### src/rtl/pbm_params.svh
// Constants for the phase and burst manager: timing counts and reset values.
// Assumes a 100 MHz core clock; included by the package and the top module.
`ifndef PBM_PARAMS_SVH
`define PBM_PARAMS_SVH
`define PBM_CLK_MHZ 100
`define PBM_SHED_HALF_CYCLES 14
`define PBM_RAMP_CYCLES 8
`define PBM_RAMP_STEP_W 4
`define PBM_TON_W 12
`define PBM_RST_TON 12'h000
`define PBM_SYNC_RST 10'h040
`endif

### src/rtl/pbm_pkg.sv
// Types shared by the phase and burst manager.
// Assumes the params header sits next to this file.
`include "pbm_params.svh"
package pbm_pkg;
  // Burst sequencer states, one-hot
  typedef enum logic [4:0] {
    PBM_STANDBY = 5'h01,
    PBM_SOFT_START = 5'h02,
    PBM_RUN = 5'h04,
    PBM_SOFT_OFF = 5'h08,
    PBM_IDLE = 5'h10
  } pbm_state_t;
  localparam int PBM_SOFT_ON_FLAG = 1;
endpackage : pbm_pkg

### src/rtl/pbm_phase_burst_manager.sv
// Light-load mode manager for a two-channel interleaved boost PFC controller.
// Assumes analog comparators outside feed raw level bits; one 100 MHz clock.
`timescale 1ns/1ps
`include "pbm_params.svh"
module pbm_phase_burst_manager
  import pbm_pkg::*;
#(
  parameter int TON_W = `PBM_TON_W,
  parameter int SHED_HALF_CYCLES = `PBM_SHED_HALF_CYCLES,
  parameter int RAMP_CYCLES = `PBM_RAMP_CYCLES
) (
  input wire logic REF_CLK_IN,
  input wire logic NRST_IN,
  input wire logic BELOW_SHED_IN,       // Control below shed threshold
  input wire logic ABOVE_SHED_HYST_IN,  // Control above shed threshold plus hysteresis
  input wire logic BELOW_BURST_IN,      // Control below burst threshold
  input wire logic ABOVE_BURST_HYST_IN, // Control above burst threshold plus hysteresis
  input wire logic SHED_BELOW_BURST_IN, // Shed threshold lies below burst threshold
  input wire logic LINE_HIGH_IN,        // Line sense peak above 3.5 V
  input wire logic SENSE_LOW_IN,        // Output sense pulled to ground
  input wire logic SENSE_REG_OK_IN,     // Output sense above 95% of regulation
  input wire logic HALF_CYCLE_IN,       // Pulse per rectified line half cycle
  input wire logic SW_CYCLE_IN,         // Pulse per switching cycle
  input wire logic [TON_W-1:0] TON_CMD_IN,  // Dual-phase on-time from control level
  input wire logic [TON_W-1:0] TON_MAX_IN,  // Dual-phase maximum on-time
  output logic [TON_W-1:0] TON_A_OUT,
  output logic GATE_A_EN_OUT,
  output logic GATE_DRIVE_SECOND_EN_OUT,
  output logic SINGLE_PHASE_OUT,
  output logic SHED_RANGE_CURRENT_OUT,
  output logic BURST_RANGE_CURRENT_OUT,
  output logic COMP_DISCHARGE_OUT,
  output logic STANDBY_OUT
);

  localparam int CNT_W = $clog2(SHED_HALF_CYCLES + 1);
  localparam int RMP_W = $clog2(RAMP_CYCLES + 1);
  localparam int NSYNC = 10;

  // Two-flop synchronisers for every asynchronous comparator and pulse
  logic [NSYNC-1:0] raw;
  logic [NSYNC-1:0] sync_a;
  logic [NSYNC-1:0] sync_b;
  assign raw = {SW_CYCLE_IN, HALF_CYCLE_IN, SENSE_REG_OK_IN, SENSE_LOW_IN, LINE_HIGH_IN,
                SHED_BELOW_BURST_IN, ABOVE_BURST_HYST_IN, BELOW_BURST_IN,
                ABOVE_SHED_HYST_IN, BELOW_SHED_IN};
  // The disable input resets to its pulled-low level, so leaving reset
  // cannot flash a soft-start before the real pin value arrives
  localparam logic [NSYNC-1:0] SYNC_RST = `PBM_SYNC_RST;
  genvar gi;
  generate
    for (gi = 0; gi < NSYNC; gi++) begin : g_sync
      always_ff @(posedge REF_CLK_IN or negedge NRST_IN) begin
        if (!NRST_IN) begin
          sync_a[gi] <= SYNC_RST[gi];
          sync_b[gi] <= SYNC_RST[gi];
        end else begin
          sync_a[gi] <= raw[gi];
          sync_b[gi] <= sync_a[gi];
        end
      end
    end
  endgenerate

  logic below_shed, above_shed_hyst, below_burst, above_burst_hyst, shed_lt_burst;
  logic line_high, sense_low, sense_ok, half_lvl, sw_lvl;
  assign {sw_lvl, half_lvl, sense_ok, sense_low, line_high, shed_lt_burst,
          above_burst_hyst, below_burst, above_shed_hyst, below_shed} = sync_b;

  // Edge detect the synchronised pulses; slow inputs are stretched levels
  logic half_d, sw_d;
  logic half_tick, sw_tick;
  always_ff @(posedge REF_CLK_IN or negedge NRST_IN) begin
    if (!NRST_IN) begin
      half_d <= 1'b0;
      sw_d <= 1'b0;
    end else begin
      half_d <= half_lvl;
      sw_d <= sw_lvl;
    end
  end
  assign half_tick = half_lvl & ~half_d;
  assign sw_tick = sw_lvl & ~sw_d;

  // Burst sequencer
  pbm_state_t state, next_state;
  logic [RMP_W-1:0] ramp;
  logic soft_on;
  logic ramp_done;
  assign ramp_done = (ramp == RMP_W'(RAMP_CYCLES));

  always_comb begin
    next_state = state;
    case (state)
      PBM_STANDBY: begin
        if (!sense_low) next_state = PBM_SOFT_START;
      end
      PBM_SOFT_START: begin
        if (sense_low) next_state = PBM_STANDBY;
        else if (sense_ok) next_state = PBM_RUN;
      end
      PBM_RUN: begin
        if (sense_low) next_state = PBM_STANDBY;
        else if (below_burst) next_state = PBM_SOFT_OFF;
      end
      PBM_SOFT_OFF: begin
        if (sense_low) next_state = PBM_STANDBY;
        else if (ramp_done) next_state = PBM_IDLE;
      end
      PBM_IDLE: begin
        if (sense_low) next_state = PBM_STANDBY;
        else if (above_burst_hyst) next_state = PBM_RUN;
      end
      default: next_state = PBM_STANDBY;
    endcase
  end

  always_ff @(posedge REF_CLK_IN or negedge NRST_IN) begin
    if (!NRST_IN) state <= PBM_STANDBY;
    else state <= next_state;
  end

  // Ramp counter: counts switching cycles in soft-off and soft-on
  always_ff @(posedge REF_CLK_IN or negedge NRST_IN) begin
    if (!NRST_IN) begin
      ramp <= '0;
      soft_on <= 1'b0;
    end else if (state != next_state) begin
      ramp <= '0;
      soft_on <= (state == PBM_IDLE) && (next_state == PBM_RUN);
    end else if ((state == PBM_SOFT_OFF || soft_on) && sw_tick && !ramp_done) begin
      ramp <= ramp + RMP_W'(1);
    end else if (soft_on && ramp_done) begin
      soft_on <= 1'b0;
    end
  end

  // Half-cycle filter for single-phase entry
  logic [CNT_W-1:0] half_cnt;
  logic filt_single;
  always_ff @(posedge REF_CLK_IN or negedge NRST_IN) begin
    if (!NRST_IN) begin
      half_cnt <= '0;
      filt_single <= 1'b0;
    end else if (state == PBM_STANDBY || state == PBM_SOFT_START) begin
      half_cnt <= '0;
      filt_single <= 1'b0;
    end else if (above_shed_hyst) begin
      half_cnt <= '0;
      filt_single <= 1'b0;
    end else if (!below_shed) begin
      half_cnt <= '0;
    end else if (half_tick && !filt_single) begin
      if (half_cnt == CNT_W'(SHED_HALF_CYCLES - 1)) filt_single <= 1'b1;
      else half_cnt <= half_cnt + CNT_W'(1);
    end
  end

  // Phase decision; ramps with shed below burst and low burst comparator override the filter
  logic ramping, single;
  assign ramping = (state == PBM_SOFT_OFF) || soft_on;
  always_comb begin
    single = 1'b0;
    if (state == PBM_RUN || state == PBM_SOFT_OFF || state == PBM_IDLE) begin
      single = filt_single || below_burst || (ramping && shed_lt_burst);
    end
  end

  // On-time shaping: doubled and clamped single, ramped in burst edges
  logic [TON_W:0] dbl;
  logic [TON_W-1:0] base, scaled;
  logic [TON_W+RMP_W-1:0] prod;
  always_comb begin
    dbl = {TON_CMD_IN, 1'b0};
    if (single) begin
      // Doubling is bounded so the inductor never sees more than dual max
      if (dbl > {1'b0, TON_MAX_IN}) base = TON_MAX_IN;
      else base = dbl[TON_W-1:0];
    end else begin
      base = TON_CMD_IN;
    end
    if (state == PBM_SOFT_OFF) begin
      prod = base * (RMP_W'(RAMP_CYCLES) - ramp);
    end else if (soft_on && !ramp_done) begin
      // Once the count is reached the on-time holds at full scale; a ninth step would overshoot
      prod = base * (ramp + RMP_W'(1));
    end else begin
      prod = base * RMP_W'(RAMP_CYCLES);
    end
    scaled = TON_W'(prod / (TON_W+RMP_W)'(RAMP_CYCLES));
  end

  // Registered outputs
  logic switching;
  logic drive_on;
  assign switching = (state == PBM_SOFT_START) || (state == PBM_RUN) || (state == PBM_SOFT_OFF);
  // Gates drop in the same step as standby, so a disable never leaves a pulse running
  assign drive_on = switching && (next_state != PBM_STANDBY);
  always_ff @(posedge REF_CLK_IN or negedge NRST_IN) begin
    if (!NRST_IN) begin
      TON_A_OUT <= `PBM_RST_TON;
      GATE_A_EN_OUT <= 1'b0;
      GATE_DRIVE_SECOND_EN_OUT <= 1'b0;
      SINGLE_PHASE_OUT <= 1'b0;
    end else begin
      TON_A_OUT <= drive_on ? scaled : TON_W'(0);
      GATE_A_EN_OUT <= drive_on;
      GATE_DRIVE_SECOND_EN_OUT <= drive_on && !single;
      SINGLE_PHASE_OUT <= single;
    end
  end

  // Range currents and standby outputs
  always_ff @(posedge REF_CLK_IN or negedge NRST_IN) begin
    if (!NRST_IN) begin
      SHED_RANGE_CURRENT_OUT <= 1'b0;
      BURST_RANGE_CURRENT_OUT <= 1'b0;
      COMP_DISCHARGE_OUT <= 1'b1;
      STANDBY_OUT <= 1'b1;
    end else begin
      SHED_RANGE_CURRENT_OUT <= line_high;
      BURST_RANGE_CURRENT_OUT <= line_high;
      COMP_DISCHARGE_OUT <= (next_state == PBM_STANDBY);
      STANDBY_OUT <= (next_state == PBM_STANDBY);
    end
  end

  // Checks
  a_second_off_single: assert property (@(posedge REF_CLK_IN) disable iff (!NRST_IN)
    SINGLE_PHASE_OUT |-> !GATE_DRIVE_SECOND_EN_OUT)
    else $error("second gate on in single phase");
  a_ton_clamp: assert property (@(posedge REF_CLK_IN) disable iff (!NRST_IN)
    (SINGLE_PHASE_OUT && $stable(TON_MAX_IN)) |-> TON_A_OUT <= $past(TON_MAX_IN))
    else $error("single on-time above clamp");
  a_soft_start_dual: assert property (@(posedge REF_CLK_IN) disable iff (!NRST_IN)
    $past(state == PBM_SOFT_START) |-> !SINGLE_PHASE_OUT)
    else $error("single phase in soft-start");
  a_filter_count: assert property (@(posedge REF_CLK_IN) disable iff (!NRST_IN)
    $rose(filt_single) |-> $past(half_cnt) == CNT_W'(SHED_HALF_CYCLES - 1))
    else $error("filter ended early");
  a_return_dual: assert property (@(posedge REF_CLK_IN) disable iff (!NRST_IN)
    (above_shed_hyst && state == PBM_RUN && !below_burst) |=> !filt_single)
    else $error("return to dual delayed");
  a_counter_clear: assert property (@(posedge REF_CLK_IN) disable iff (!NRST_IN)
    (!below_shed && state == PBM_RUN) |=> half_cnt == '0)
    else $error("half counter not cleared");
  a_burst_force: assert property (@(posedge REF_CLK_IN) disable iff (!NRST_IN)
    (below_burst && state == PBM_RUN) |=> SINGLE_PHASE_OUT)
    else $error("burst did not force single");
  a_soft_off_len: assert property (@(posedge REF_CLK_IN) disable iff (!NRST_IN)
    (state == PBM_SOFT_OFF && next_state == PBM_IDLE) |-> ramp == RMP_W'(RAMP_CYCLES))
    else $error("soft-off too short");
  a_idle_gates_off: assert property (@(posedge REF_CLK_IN) disable iff (!NRST_IN)
    $past(state == PBM_IDLE) |-> !GATE_A_EN_OUT)
    else $error("gate on in idle");
  a_idle_exit: assert property (@(posedge REF_CLK_IN) disable iff (!NRST_IN)
    (state == PBM_IDLE && !above_burst_hyst && !sense_low) |=> state == PBM_IDLE)
    else $error("idle left without hysteresis");
  a_range_current: assert property (@(posedge REF_CLK_IN) disable iff (!NRST_IN)
    line_high |=> SHED_RANGE_CURRENT_OUT && BURST_RANGE_CURRENT_OUT)
    else $error("range current missing");
  a_disable_standby: assert property (@(posedge REF_CLK_IN) disable iff (!NRST_IN)
    sense_low |=> STANDBY_OUT && COMP_DISCHARGE_OUT && !GATE_A_EN_OUT)
    else $error("disable not honoured");
  a_release_start: assert property (@(posedge REF_CLK_IN) disable iff (!NRST_IN)
    (state == PBM_STANDBY && !sense_low) |=> state == PBM_SOFT_START)
    else $error("no soft-start after release");
  a_ramp_single: assert property (@(posedge REF_CLK_IN) disable iff (!NRST_IN)
    (ramping && shed_lt_burst && state != PBM_SOFT_START) |=> SINGLE_PHASE_OUT)
    else $error("ramp not single");
  a_soft_start_end: assert property (@(posedge REF_CLK_IN) disable iff (!NRST_IN)
    (state == PBM_SOFT_START && !sense_ok) |=> state != PBM_RUN)
    else $error("soft-start ended early");
  // Ramp shaping, range current, disable, hold, on-time, idle and soft-start checks
  a_soft_on_bound: assert property (@(posedge REF_CLK_IN) disable iff (!NRST_IN)
    soft_on |-> scaled <= base)
    else $error("soft-on overshoots commanded on-time");
  a_soft_off_fall: assert property (@(posedge REF_CLK_IN) disable iff (!NRST_IN)
    (state == PBM_SOFT_OFF) |-> scaled <= base)
    else $error("soft-off on-time above base");
  a_soft_on_start: assert property (@(posedge REF_CLK_IN) disable iff (!NRST_IN)
    (state == PBM_IDLE && next_state == PBM_RUN) |=> soft_on && ramp == '0)
    else $error("soft-on not started");
  a_soft_on_end: assert property (@(posedge REF_CLK_IN) disable iff (!NRST_IN)
    (soft_on && ramp_done) |=> !soft_on)
    else $error("soft-on did not end");
  a_burst_current: assert property (@(posedge REF_CLK_IN) disable iff (!NRST_IN)
    !line_high |=> !SHED_RANGE_CURRENT_OUT && !BURST_RANGE_CURRENT_OUT)
    else $error("range current without high line");
  a_disable_second: assert property (@(posedge REF_CLK_IN) disable iff (!NRST_IN)
    sense_low |=> !GATE_DRIVE_SECOND_EN_OUT && TON_A_OUT == '0)
    else $error("second gate or on-time left on in disable");
  a_standby_hold: assert property (@(posedge REF_CLK_IN) disable iff (!NRST_IN)
    (state == PBM_STANDBY && sense_low) |=> state == PBM_STANDBY && STANDBY_OUT)
    else $error("standby left while disabled");
  a_dual_on_time: assert property (@(posedge REF_CLK_IN) disable iff (!NRST_IN)
    (state == PBM_RUN && !single && !soft_on && !sense_low)
    |=> TON_A_OUT == $past(TON_CMD_IN))
    else $error("dual on-time not restored");
  a_single_hold: assert property (@(posedge REF_CLK_IN) disable iff (!NRST_IN)
    (filt_single && !above_shed_hyst && state == PBM_RUN) |=> filt_single)
    else $error("single phase left below hysteresis");
  a_idle_ton_zero: assert property (@(posedge REF_CLK_IN) disable iff (!NRST_IN)
    (state == PBM_IDLE) |=> TON_A_OUT == '0)
    else $error("on-time left in idle");
  a_idle_second_off: assert property (@(posedge REF_CLK_IN) disable iff (!NRST_IN)
    $past(state == PBM_IDLE) |-> !GATE_DRIVE_SECOND_EN_OUT)
    else $error("second gate on in idle");
  a_soft_start_both: assert property (@(posedge REF_CLK_IN) disable iff (!NRST_IN)
    (state == PBM_SOFT_START && !sense_low) |=> GATE_DRIVE_SECOND_EN_OUT && GATE_A_EN_OUT)
    else $error("soft-start not dual phase");

  c_shed: cover property (@(posedge REF_CLK_IN) disable iff (!NRST_IN) $rose(filt_single));
  c_idle: cover property (@(posedge REF_CLK_IN) disable iff (!NRST_IN)
    state == PBM_SOFT_OFF ##1 state == PBM_IDLE);
  c_soft_on: cover property (@(posedge REF_CLK_IN) disable iff (!NRST_IN) $fell(soft_on));
  c_disable: cover property (@(posedge REF_CLK_IN) disable iff (!NRST_IN)
    state == PBM_RUN ##1 state == PBM_STANDBY);
  c_ramp_single: cover property (@(posedge REF_CLK_IN) disable iff (!NRST_IN)
    soft_on && shed_lt_burst && single);

endmodule : pbm_phase_burst_manager

### config.mk
export PLATFORM = sky130hd
export DESIGN_NAME = pbm_phase_burst_manager
export DESIGN_NICKNAME = d
export VERILOG_FILES = /design/src/rtl/pbm_pkg.sv /design/src/rtl/pbm_phase_burst_manager.sv
export VERILOG_INCLUDE_DIRS = /design/src /design/src/rtl
export SDC_FILE = /design/constraint.sdc
export NUM_CORES = 1
export LEC_CHECK = 0
export ABC_AREA = 1
export BUFFER_PORTS_ARGS = -buffer_cell sky130_fd_sc_hd__buf_2
export CORE_UTILIZATION = 67
export CTS_CLUSTER_DIAMETER = 100
export DETAILED_ROUTE_END_ITERATION = 10
export PLACE_DENSITY_LB_ADDON = 0.05
export SYNTH_ARGS = -nofsm -noshare
export SYNTH_HDL_FRONTEND = slang
export SYNTH_SLANG_ARGS = --single-unit
### constraint.sdc
create_clock -name REF_CLK_IN -period 15.21 [get_ports REF_CLK_IN]
set_input_delay 3.8025 -clock REF_CLK_IN [delete_from_list [all_inputs] [get_ports REF_CLK_IN]]
set_output_delay 3.8025 -clock REF_CLK_IN [all_outputs]
set_load 0.02 [all_outputs]
-- After elaboration in Yosys (flattened, before gate mapping)
Index checks and enable logic that the tools add are counted.
- register bits after elaboration: 54
- input port bits: 36
- output and inout bits: 19
- logic and storage cells: 117
- add/subtract/negate cells: 4
- $mul: 2
- $lt $le $gt $ge: 1
- equality and inequality tests: 14
- muxes and demuxes: 31
- bitwise gates (word level): 4
- reduce and logical (&&, ||, !) cells: 28
- operator list (cell ; number):
    5-bit 2-to-1 mux ; 9
    12-bit 2-to-1 mux ; 3
    15-bit 2-to-1 mux ; 2
    4-bit 2-to-1 mux ; 7
    5-bit one-hot mux with 5 select lines ; 1
    12-bit by 5-bit multiplier with 15-bit output ; 1
    13-bit by 5-bit multiplier with 15-bit output ; 1
    13-bit by 12-bit > comparator with 1-bit output ; 1
    5-bit by 1-bit equality test with 1-bit output, second input constant ; 2
    5-bit by 3-bit equality test with 1-bit output, second input constant ; 2
    1-bit logical AND ; 9
    1-bit 2-to-1 mux ; 9
    3-bit nonzero test ; 3
    4-bit by 1-bit adder with 4-bit output, second input constant ; 2
    4-bit equality test, second input constant ; 2
    1-bit logical OR ; 8
    4-bit by 1-bit adder with 5-bit output, second input constant ; 1
    5-bit by 2-bit equality test with 1-bit output, second input constant ; 1
    5-bit by 4-bit equality test with 1-bit output, second input constant ; 1
    5-bit equality test, second input constant ; 1
    5-bit by 1-bit != test with 1-bit output, second input constant ; 1
    5-bit != test ; 1
    4-bit by 4-bit subtractor with 5-bit output, first input constant ; 1
    4-bit by 1-bit != test with 1-bit output, second input constant ; 1
    other kinds (8) ; 14

-- Depth between registers and ports, before layout
Gate-level depths: netlist of the first run.
- depth after elaboration: 10
- mapped depth: 36
- gate-level depth less buffers: 36

-- Least setup slack after synthesis of the first run
Ideal clock, no wire load.
- path kind: input -> register
- from: input TON_MAX_IN[11]
- to: register TON_A_OUT[9]
- library setup time: 0.120 ns
- arrival: 8.470 ns
- required time: 15.090 ns
- path slack: 6.620 ns
- stages on the path: 31
- buffers on the path: 1
- cells stage by stage: inv_1 ha_1 inv_1 nor2_1 nand3_1 nor2_1 nand2_1 nand2_2 nand2_4 buf_2 o211ai_1 o21a_1 inv_1 nor2_1 fa_1 fa_1 inv_1 fa_1 inv_1 ha_1 a21o_1 a31oi_1 inv_1 a21o_1 nand2_1 nand2_1 a21oi_1 xor2_1 nor2_1 o21ai_0 nor2_1
- word-level cells in the longest chain between the ends: 7
- elaborated cells on any way between the ends: 8
- those cells by class: mul: 2; order compare: 1; mux: 5
- RTL lines (what ; line ; RTL):
    start, declared ; pbm_phase_burst_manager.sv:25 ; input wire logic [TON_W-1:0] TON_MAX_IN,
    13-bit by 12-bit > comparator with 1-bit output ; pbm_phase_burst_manager.sv:177 ; if (dbl > {1'b0, TON_MAX_IN}) base = TON_MAX_IN;
    12-bit 2-to-1 mux * ; pbm_phase_burst_manager.sv:177 ;
    12-bit 2-to-1 mux * ; pbm_phase_burst_manager.sv:175 ; if (single) begin
    12-bit by 5-bit multiplier with 15-bit output ; pbm_phase_burst_manager.sv:186 ; prod = base * (ramp + RMP_W'(1));
    15-bit 2-to-1 mux ; pbm_phase_burst_manager.sv:184 ; end else if (soft_on && !ramp_done) begin
    15-bit 2-to-1 mux * ; pbm_phase_burst_manager.sv:182 ; if (state == PBM_SOFT_OFF) begin
    12-bit 2-to-1 mux * ; pbm_phase_burst_manager.sv:206 ; TON_A_OUT <= drive_on ? scaled : TON_W'(0);
    end signal, assigned ; pbm_phase_burst_manager.sv:201 ; TON_A_OUT <= `PBM_RST_TON;
    end signal, assigned ; pbm_phase_burst_manager.sv:206 ;
    end, declared ; pbm_phase_burst_manager.sv:26 ; output logic [TON_W-1:0] TON_A_OUT,
Mark *: on every way between the ends. The rest lies on a longest branch, timed or not.
A chain may end at the register's enable or synchronous reset.

-- Worst setup path after layout of the first run
- from: input TON_CMD_IN[10]
- to: register TON_A_OUT[8]
- word-level cells in the longest chain between the ends: 7
- elaborated cells on any way between the ends: 8
- those cells by class: mul: 2; order compare: 1; mux: 5
- RTL lines (what ; line ; RTL):
    start, declared ; pbm_phase_burst_manager.sv:24 ; input wire logic [TON_W-1:0] TON_CMD_IN,
    13-bit by 12-bit > comparator with 1-bit output ; pbm_phase_burst_manager.sv:177 ;
    12-bit 2-to-1 mux ; pbm_phase_burst_manager.sv:177 ;
    12-bit 2-to-1 mux * ; pbm_phase_burst_manager.sv:175 ;
    12-bit by 5-bit multiplier with 15-bit output ; pbm_phase_burst_manager.sv:186 ;
    15-bit 2-to-1 mux ; pbm_phase_burst_manager.sv:184 ;
    15-bit 2-to-1 mux * ; pbm_phase_burst_manager.sv:182 ;
    12-bit 2-to-1 mux * ; pbm_phase_burst_manager.sv:206 ;
Marked as above.

==> run metrics, run 1 <==
total gr overflow=0; Power Density=50.6 nW/um^2; CTS max path bufs=2; actual slew at the worst max-slew pin=1020 ps; post-DP HPWL=13000 um; XOR/XNOR Fraction of Synth Area=2.19%; fin crit period=9010 ps; GPL Wtd Cong=0.947; leakage=0.00378 uW; syn avg cell area=7.52 um^2; yosys warns=0; Die H=99.7 um; CTS Root Buffer Type=clkbuf_8; Worst Hold Depth=0; synthesized instance count=850; Detail Route Antenna Nets=0; post-synthesis adder-cell area fraction=30.2%; Initial Utilization=69.1%; endpoints failing setup=0; CP startpoint kind=input port; fill count=756; HP Class=register to register; initial antenna violation count=0; cell area after synthesis=6390 um^2; Setup CP Type=input port to register; htree depth=2; Hold-fix buffers, CTS=0; Die W=99.7 um; most frequent cell on the critical path=nand2_1; initial DRC count=376; post-route DRC violation count=0; final hold slack=360 ps; RSZ-0062 raised after global routing=no; Main synth FF type=dfrtp_1; synth top area cells=dfrtp_1, fa_1, ha_1; final hold vios=0; largest family of logic cells by synthesized area=adder cells; final cell area excluding filler cells=6830 um^2; Site Rows=35; CP Capture Type=register; Post-synth top cells=inv_1, nand2_1, nor2_1, fa_1, ha_1; clk sinks=54; Reg clk slew, reported paths=100 ps; Total Wirelength=16200 um; port bufs=54; R2R Path Start=state[4]$_DFF_PN0_; CTS tree=done; largest area contributor in the netlist=dfrtp_1; latest clock arrival within the worst-skew pair=320 ps; Util after Layout=73.9%; max-slew violation count=0; total track usage=35.4%; post-synthesis sequential area ratio=21.2%; I/O Pins=55; via count=5824; max-capacitance violation count=0; Worst slew margin=32.0%; share of the synthesized area in the top cell type=19.6%; FF-to-FF path depth=24; critical path required time=15410 ps; post-synthesis mux area share=0%; maximum fanout along the worst path=19; Max VDD drop=0.0642 mV; first-pass detailed-route iteration total=5; share of layout cells above drive strength 1=10.7%; max incr delay on CP=550 ps; #FFs+latches synth=54; Simple-Gate Fraction of Synth Area=23.4%; first-pass GRT wire length=27200 um; Die Area=9930 um^2; synth unique cells=47; Placed Area=6740 um^2; reg2reg end=TON_A_OUT[8]$_DFF_PN0_; crit share post-route=59.2%; worst clock skew=12.1 ps; dpl cells=1018; pin count of the biggest net entering global routing=55; ys async rst share=100%; vias in the first global route=5782; post-cts resize count=0; top-count cell post-synth=inv_1; Final Non-Filler Cells=1026; core area=9240 um^2; status=finished clean; reg-to-reg slack, setup=8610 ps; complex-gate fraction of the synthesized area=9.89%; final setup TNS=0 ps; postcts setup bufs=0; drt via density=5.68; WL/cell=15.8 um; Worst Path Arrival=9210 ps; Worst path slowest cell=fa_1; Num CTS Buffers=5; Hold Crit Start=sync_a[5]$_DFF_PN0_; Max Clk Rate=0.111 GHz; Antenna Cells=0; nets=1050; area delta synth->final=6.95%; syn nets=1004; number of flops mapped to enable cells by yosys=0; Hold Path End=line_high$_DFF_PN0_
==> how the worst max path moves through the flow <==
stage | endpoint | slack, ps | cells after the start | start
after floorplan | TON_A_OUT[9]$_DFF_PN0_ | 6620 | 31 | TON_MAX_IN[11]
after global placement | TON_A_OUT[9]$_DFF_PN0_ | 6050 | 31 | TON_MAX_IN[11]
after detailed placement | TON_A_OUT[10]$_DFF_PN0_ | 5930 | 33 | TON_CMD_IN[10]
after CTS | TON_A_OUT[8]$_DFF_PN0_ | 6280 | 29 | TON_CMD_IN[10]
after global routing | TON_A_OUT[10]$_DFF_PN0_ | 5720 | 34 | TON_MAX_IN[11]
final | TON_A_OUT[8]$_DFF_PN0_ | 6200 | 29 | TON_CMD_IN[10]
==> logic make-up (layout without fill, tap and decap cells) <==
family / after synthesis / in the layout
adders and majority gates: 118 / 118
and+or+nand+nor: 343 / 343
AOI/OAI and AO/OA: 105 / 105
xor gates and xnor gates: 16 / 16
DFF: 54 / 54
buffers and inverters: 214 / 261
==> through the flow <==
step / total power (uW) / worst slack, ps
3_5_place_dp: 258 / 5930
2_1_floorplan: 228 / 6620
6_report: 346 / 6200
5_1_grt: 363 / 5720
3_3_place_gp: 253 / 6050
4_1_cts: 345 / 6280
==> where the power goes <==
part | total [uW] | switching [uW] | internal, uW
logic | 95.8 | 65.4 | 30.5
registers | 161 | 6.46 | 155
clock network | 89.0 | 54.7 | 34.3
==> critical path, delay by kind of cell <==
family | cells | cell delay (ps)
fa+ha+maj | 5 | 2240
simple gates | 13 | 1380
compound gates | 5 | 920
buf+inv | 5 | 470
xor+xnor | 1 | 370
==> placed cells by master, fill, tap and decap left out, drive strengths merged, types with 2 or more instances in the layout <==
cell type and n:
o211ai 13, nor4 4, o21bai 3, dfstp 4, o22ai 5, or2 5
a21oi 35, xnor2 5, ha 58, a31oi 3, clkinv 6, fa 60
inv 194, nand2 160, o21a 3, a21o 2, xor2 11, nand3b 2
dfrtp 50, clkbuf 5, nand4 13, buf 56, nor3 7, nor2 108
nand3 44, o21ai 36
==> cell type report <==
| cell class | instances | area [um^2] | share of cell area, % |
|---|---|---|---|
| flip-flops and latches | 54 | 1360 | 19.8 |
| inverters | 197 | 739 | 10.8 |
| multi-input cells | 582 | 4190 | 61.4 |
| clock inverters | 3 | 28.8 | 0.421 |
| repair buffers | 56 | 285 | 4.18 |
| well taps | 129 | 161 | 2.36 |
| clock buffers | 5 | 68.8 | 1.01 |
==> flip-flops by register name, summed over array words and instances (netlist names), 4 cells and up <==
name	count
state	5
half_cnt	4
TON_A_OUT	12
sync_a	10
ramp	4
==> routing by layer <==
metal	wire length (um)	global-route usage, %
met5	0	0
met4	710	15.7
met3	1220	4.43
met2	7820	61.0
met1	6480	44.9
No activity file was read; power rests on OpenSTA's default activity.
==> inputs of run 2 (changes only) <==
CORE_UTILIZATION = 62   (was 67)
clock period = 9.1 ns   (was 15.21 ns; I/O delays follow)
==> run 2 against run 1 <==
  * Sequential cell count unchanged
  * Die area increased by 7.9%
  * Clock skew decreased by 1.2 ps
  * Combinational power increased by 68%
  * Final cell count increased by 0.39%
  * First-iteration DRC count decreased by 1.6%
  * Total power increased by 72%
  * Clock-buffer cell count unchanged
  * Clock power increased by 85%
==> run metrics, run 2 (synthesis gave the netlist of run 1 again) <==
status=finished clean; CTS Root Buffer Type=clkbuf_8; met1 WL=6800 um; Int Power=393 uW; CTS max path bufs=2; htree depth=2; Top Metal Used=met4; Worst Path Buf+Inv=5; Die Area=10700 um^2; max-capacitance violation count=0; nets=1050; commonest non-fill, non-tap cells in the layout=inv_1, nand2_1, nor2_1; final setup TNS=0 ps; setup ws final=1520 ps; post-DP HPWL=13100 um; biggest regs=TON_A_OUT x12, sync_a x10, state x5; via count=5739; critical path required time=9300 ps; actual slew at the worst max-slew pin=1100 ps; pin count of the biggest net entering global routing=55; latest clock arrival within the worst-skew pair=320 ps; Site Rows=36; Setup CP Type=input port to register; total gr overflow=0; clock share of power=27.7%; max-slew violation count=0; Worst Path Arrival=7780 ps; final hold vios=0; Largest delay share family, worst path=adder cells; WL/cell=15.6 um; GPL Wtd Cong=0.974; area delta synth->final=7.32%; Hold Path End=BURST_RANGE_CURRENT_OUT$_DFF_PN0_; switch share=34.1%; Detail Route Antenna Nets=0; max reg flops=12; drt via density=5.57; Die H=104 um; Total Wirelength=16100 um; Met3 Wirelength=1150 um; CTS tree=done; core area=9860 um^2; share of layout cells above drive strength 1=10.7%; fin crit period=7580 ps; Initial Utilization=64.8%; CP startpoint kind=input port; maximum fanout along the worst path=19; Die W=104 um; Largest Register=TON_A_OUT; Antenna Cells=0; Reg clk slew, reported paths=100 ps; reg2reg end=TON_A_OUT[9]$_DFF_PN0_; HP Class=register to register; worst clock skew=10.9 ps; Worst slew margin=26.4%; leakage=0.00379 uW; reg-to-reg slack, setup=2630 ps; Hold-fix buffers, CTS=0; postcts setup bufs=0; Worst Hold Depth=0; post-route DRC violation count=0; Max VDD drop=0.0785 mV; port bufs=54; Max Clk Rate=0.132 GHz; max incr delay on CP=530 ps; Power Density=86.9 nW/um^2; initial antenna violation count=0; CP Capture Type=register; routed wl met2=7520 um; Combinational Power Share=27.0%; endpoints failing setup=0; first-pass GRT wire length=27400 um; vias in the first global route=5784; Worst path slowest cell=fa_1; Num CTS Buffers=5; commonest non-fill, non-tap cell in the layout=inv_1; total track usage=32.2%; sw power=203 uW; crit share post-route=83.3%; clk sinks=54; Seq pwr share=45.2%; I/O Pins=55; first-pass detailed-route iteration total=5; initial DRC count=370; RSZ-0062 raised after global routing=no; pre-CTS setup slack=1250 ps; R2R Path Start=state[4]$_DFF_PN0_; FF-to-FF path depth=25; post-cts resize count=0; Hold Crit Start=line_high$_DFF_PN0_
run 2: cell count changes in the layout (fill, tap and decap cells not counted), sizes merged:
cell	delta
bufinv	+1
clkinv	-1
run 2: worst max path at each step:
stage	start	endpoint	slack, ps	cells past startpoint
after floorplan	TON_MAX_IN[11]	TON_A_OUT[9]$_DFF_PN0_	2040	31
after global placement	TON_MAX_IN[11]	TON_A_OUT[9]$_DFF_PN0_	1360	31
after detailed placement	TON_CMD_IN[7]	TON_A_OUT[9]$_DFF_PN0_	1250	31
after CTS	TON_CMD_IN[7]	TON_A_OUT[9]$_DFF_PN0_	1570	31
after global routing	TON_MAX_IN[11]	TON_A_OUT[9]$_DFF_PN0_	1020	31
final	TON_CMD_IN[7]	TON_A_OUT[9]$_DFF_PN0_	1520	29
run 2: worst reg2reg max path: cells and delay by family, from the launching register on:
| kind | cells | cell delay [ps] |
|---|---|---|
| compound gates | 8 | 2120 |
| xor+xnor | 1 | 170 |
| fa+ha+maj | 4 | 1800 |
| buf+inv | 4 | 530 |
| flops | 1 | 410 |
| simple gates | 8 | 1320 |
run 2: stage by stage:
step           total power (uW)  hold slack (ps)  util [%]  instances  cell area (um^2)
2_1_floorplan               381              331         -        850              6390
3_3_place_gp                425              332      68.3       1022              6740
3_5_place_dp                434              336      68.3       1022              6740
4_1_cts                     597              363      69.5       1030              6860
5_1_grt                     630              367      69.5       1030              6860
6_report                    596              357      69.5       1030              6860
run 2: cell type report:
type                       count  area [um^2]
tap                          133          166
clock buffer                   5         68.8
sequential                    54         1360
inverter                     197          739
fill                         850         3010
clock inverter                 3         47.5
timing repair buffer          56          285
multi-input combinational    582         4190
run 2: power groups by stage:
stage	logic, uW	clock network [uW]	registers, uW
after floorplan	103	0	279
after CTS	160	168	270
after global routing	181	178	271
final	161	165	270
after detailed placement	160	0	274
after global placement	153	0	272
run 2: per-layer routing:
metal,up-vias,global-route usage [%]
met4,0,13.0
li1,2719,-
met5,-,0
met1,2741,42.4
met3,48,5.54
met2,231,52.8
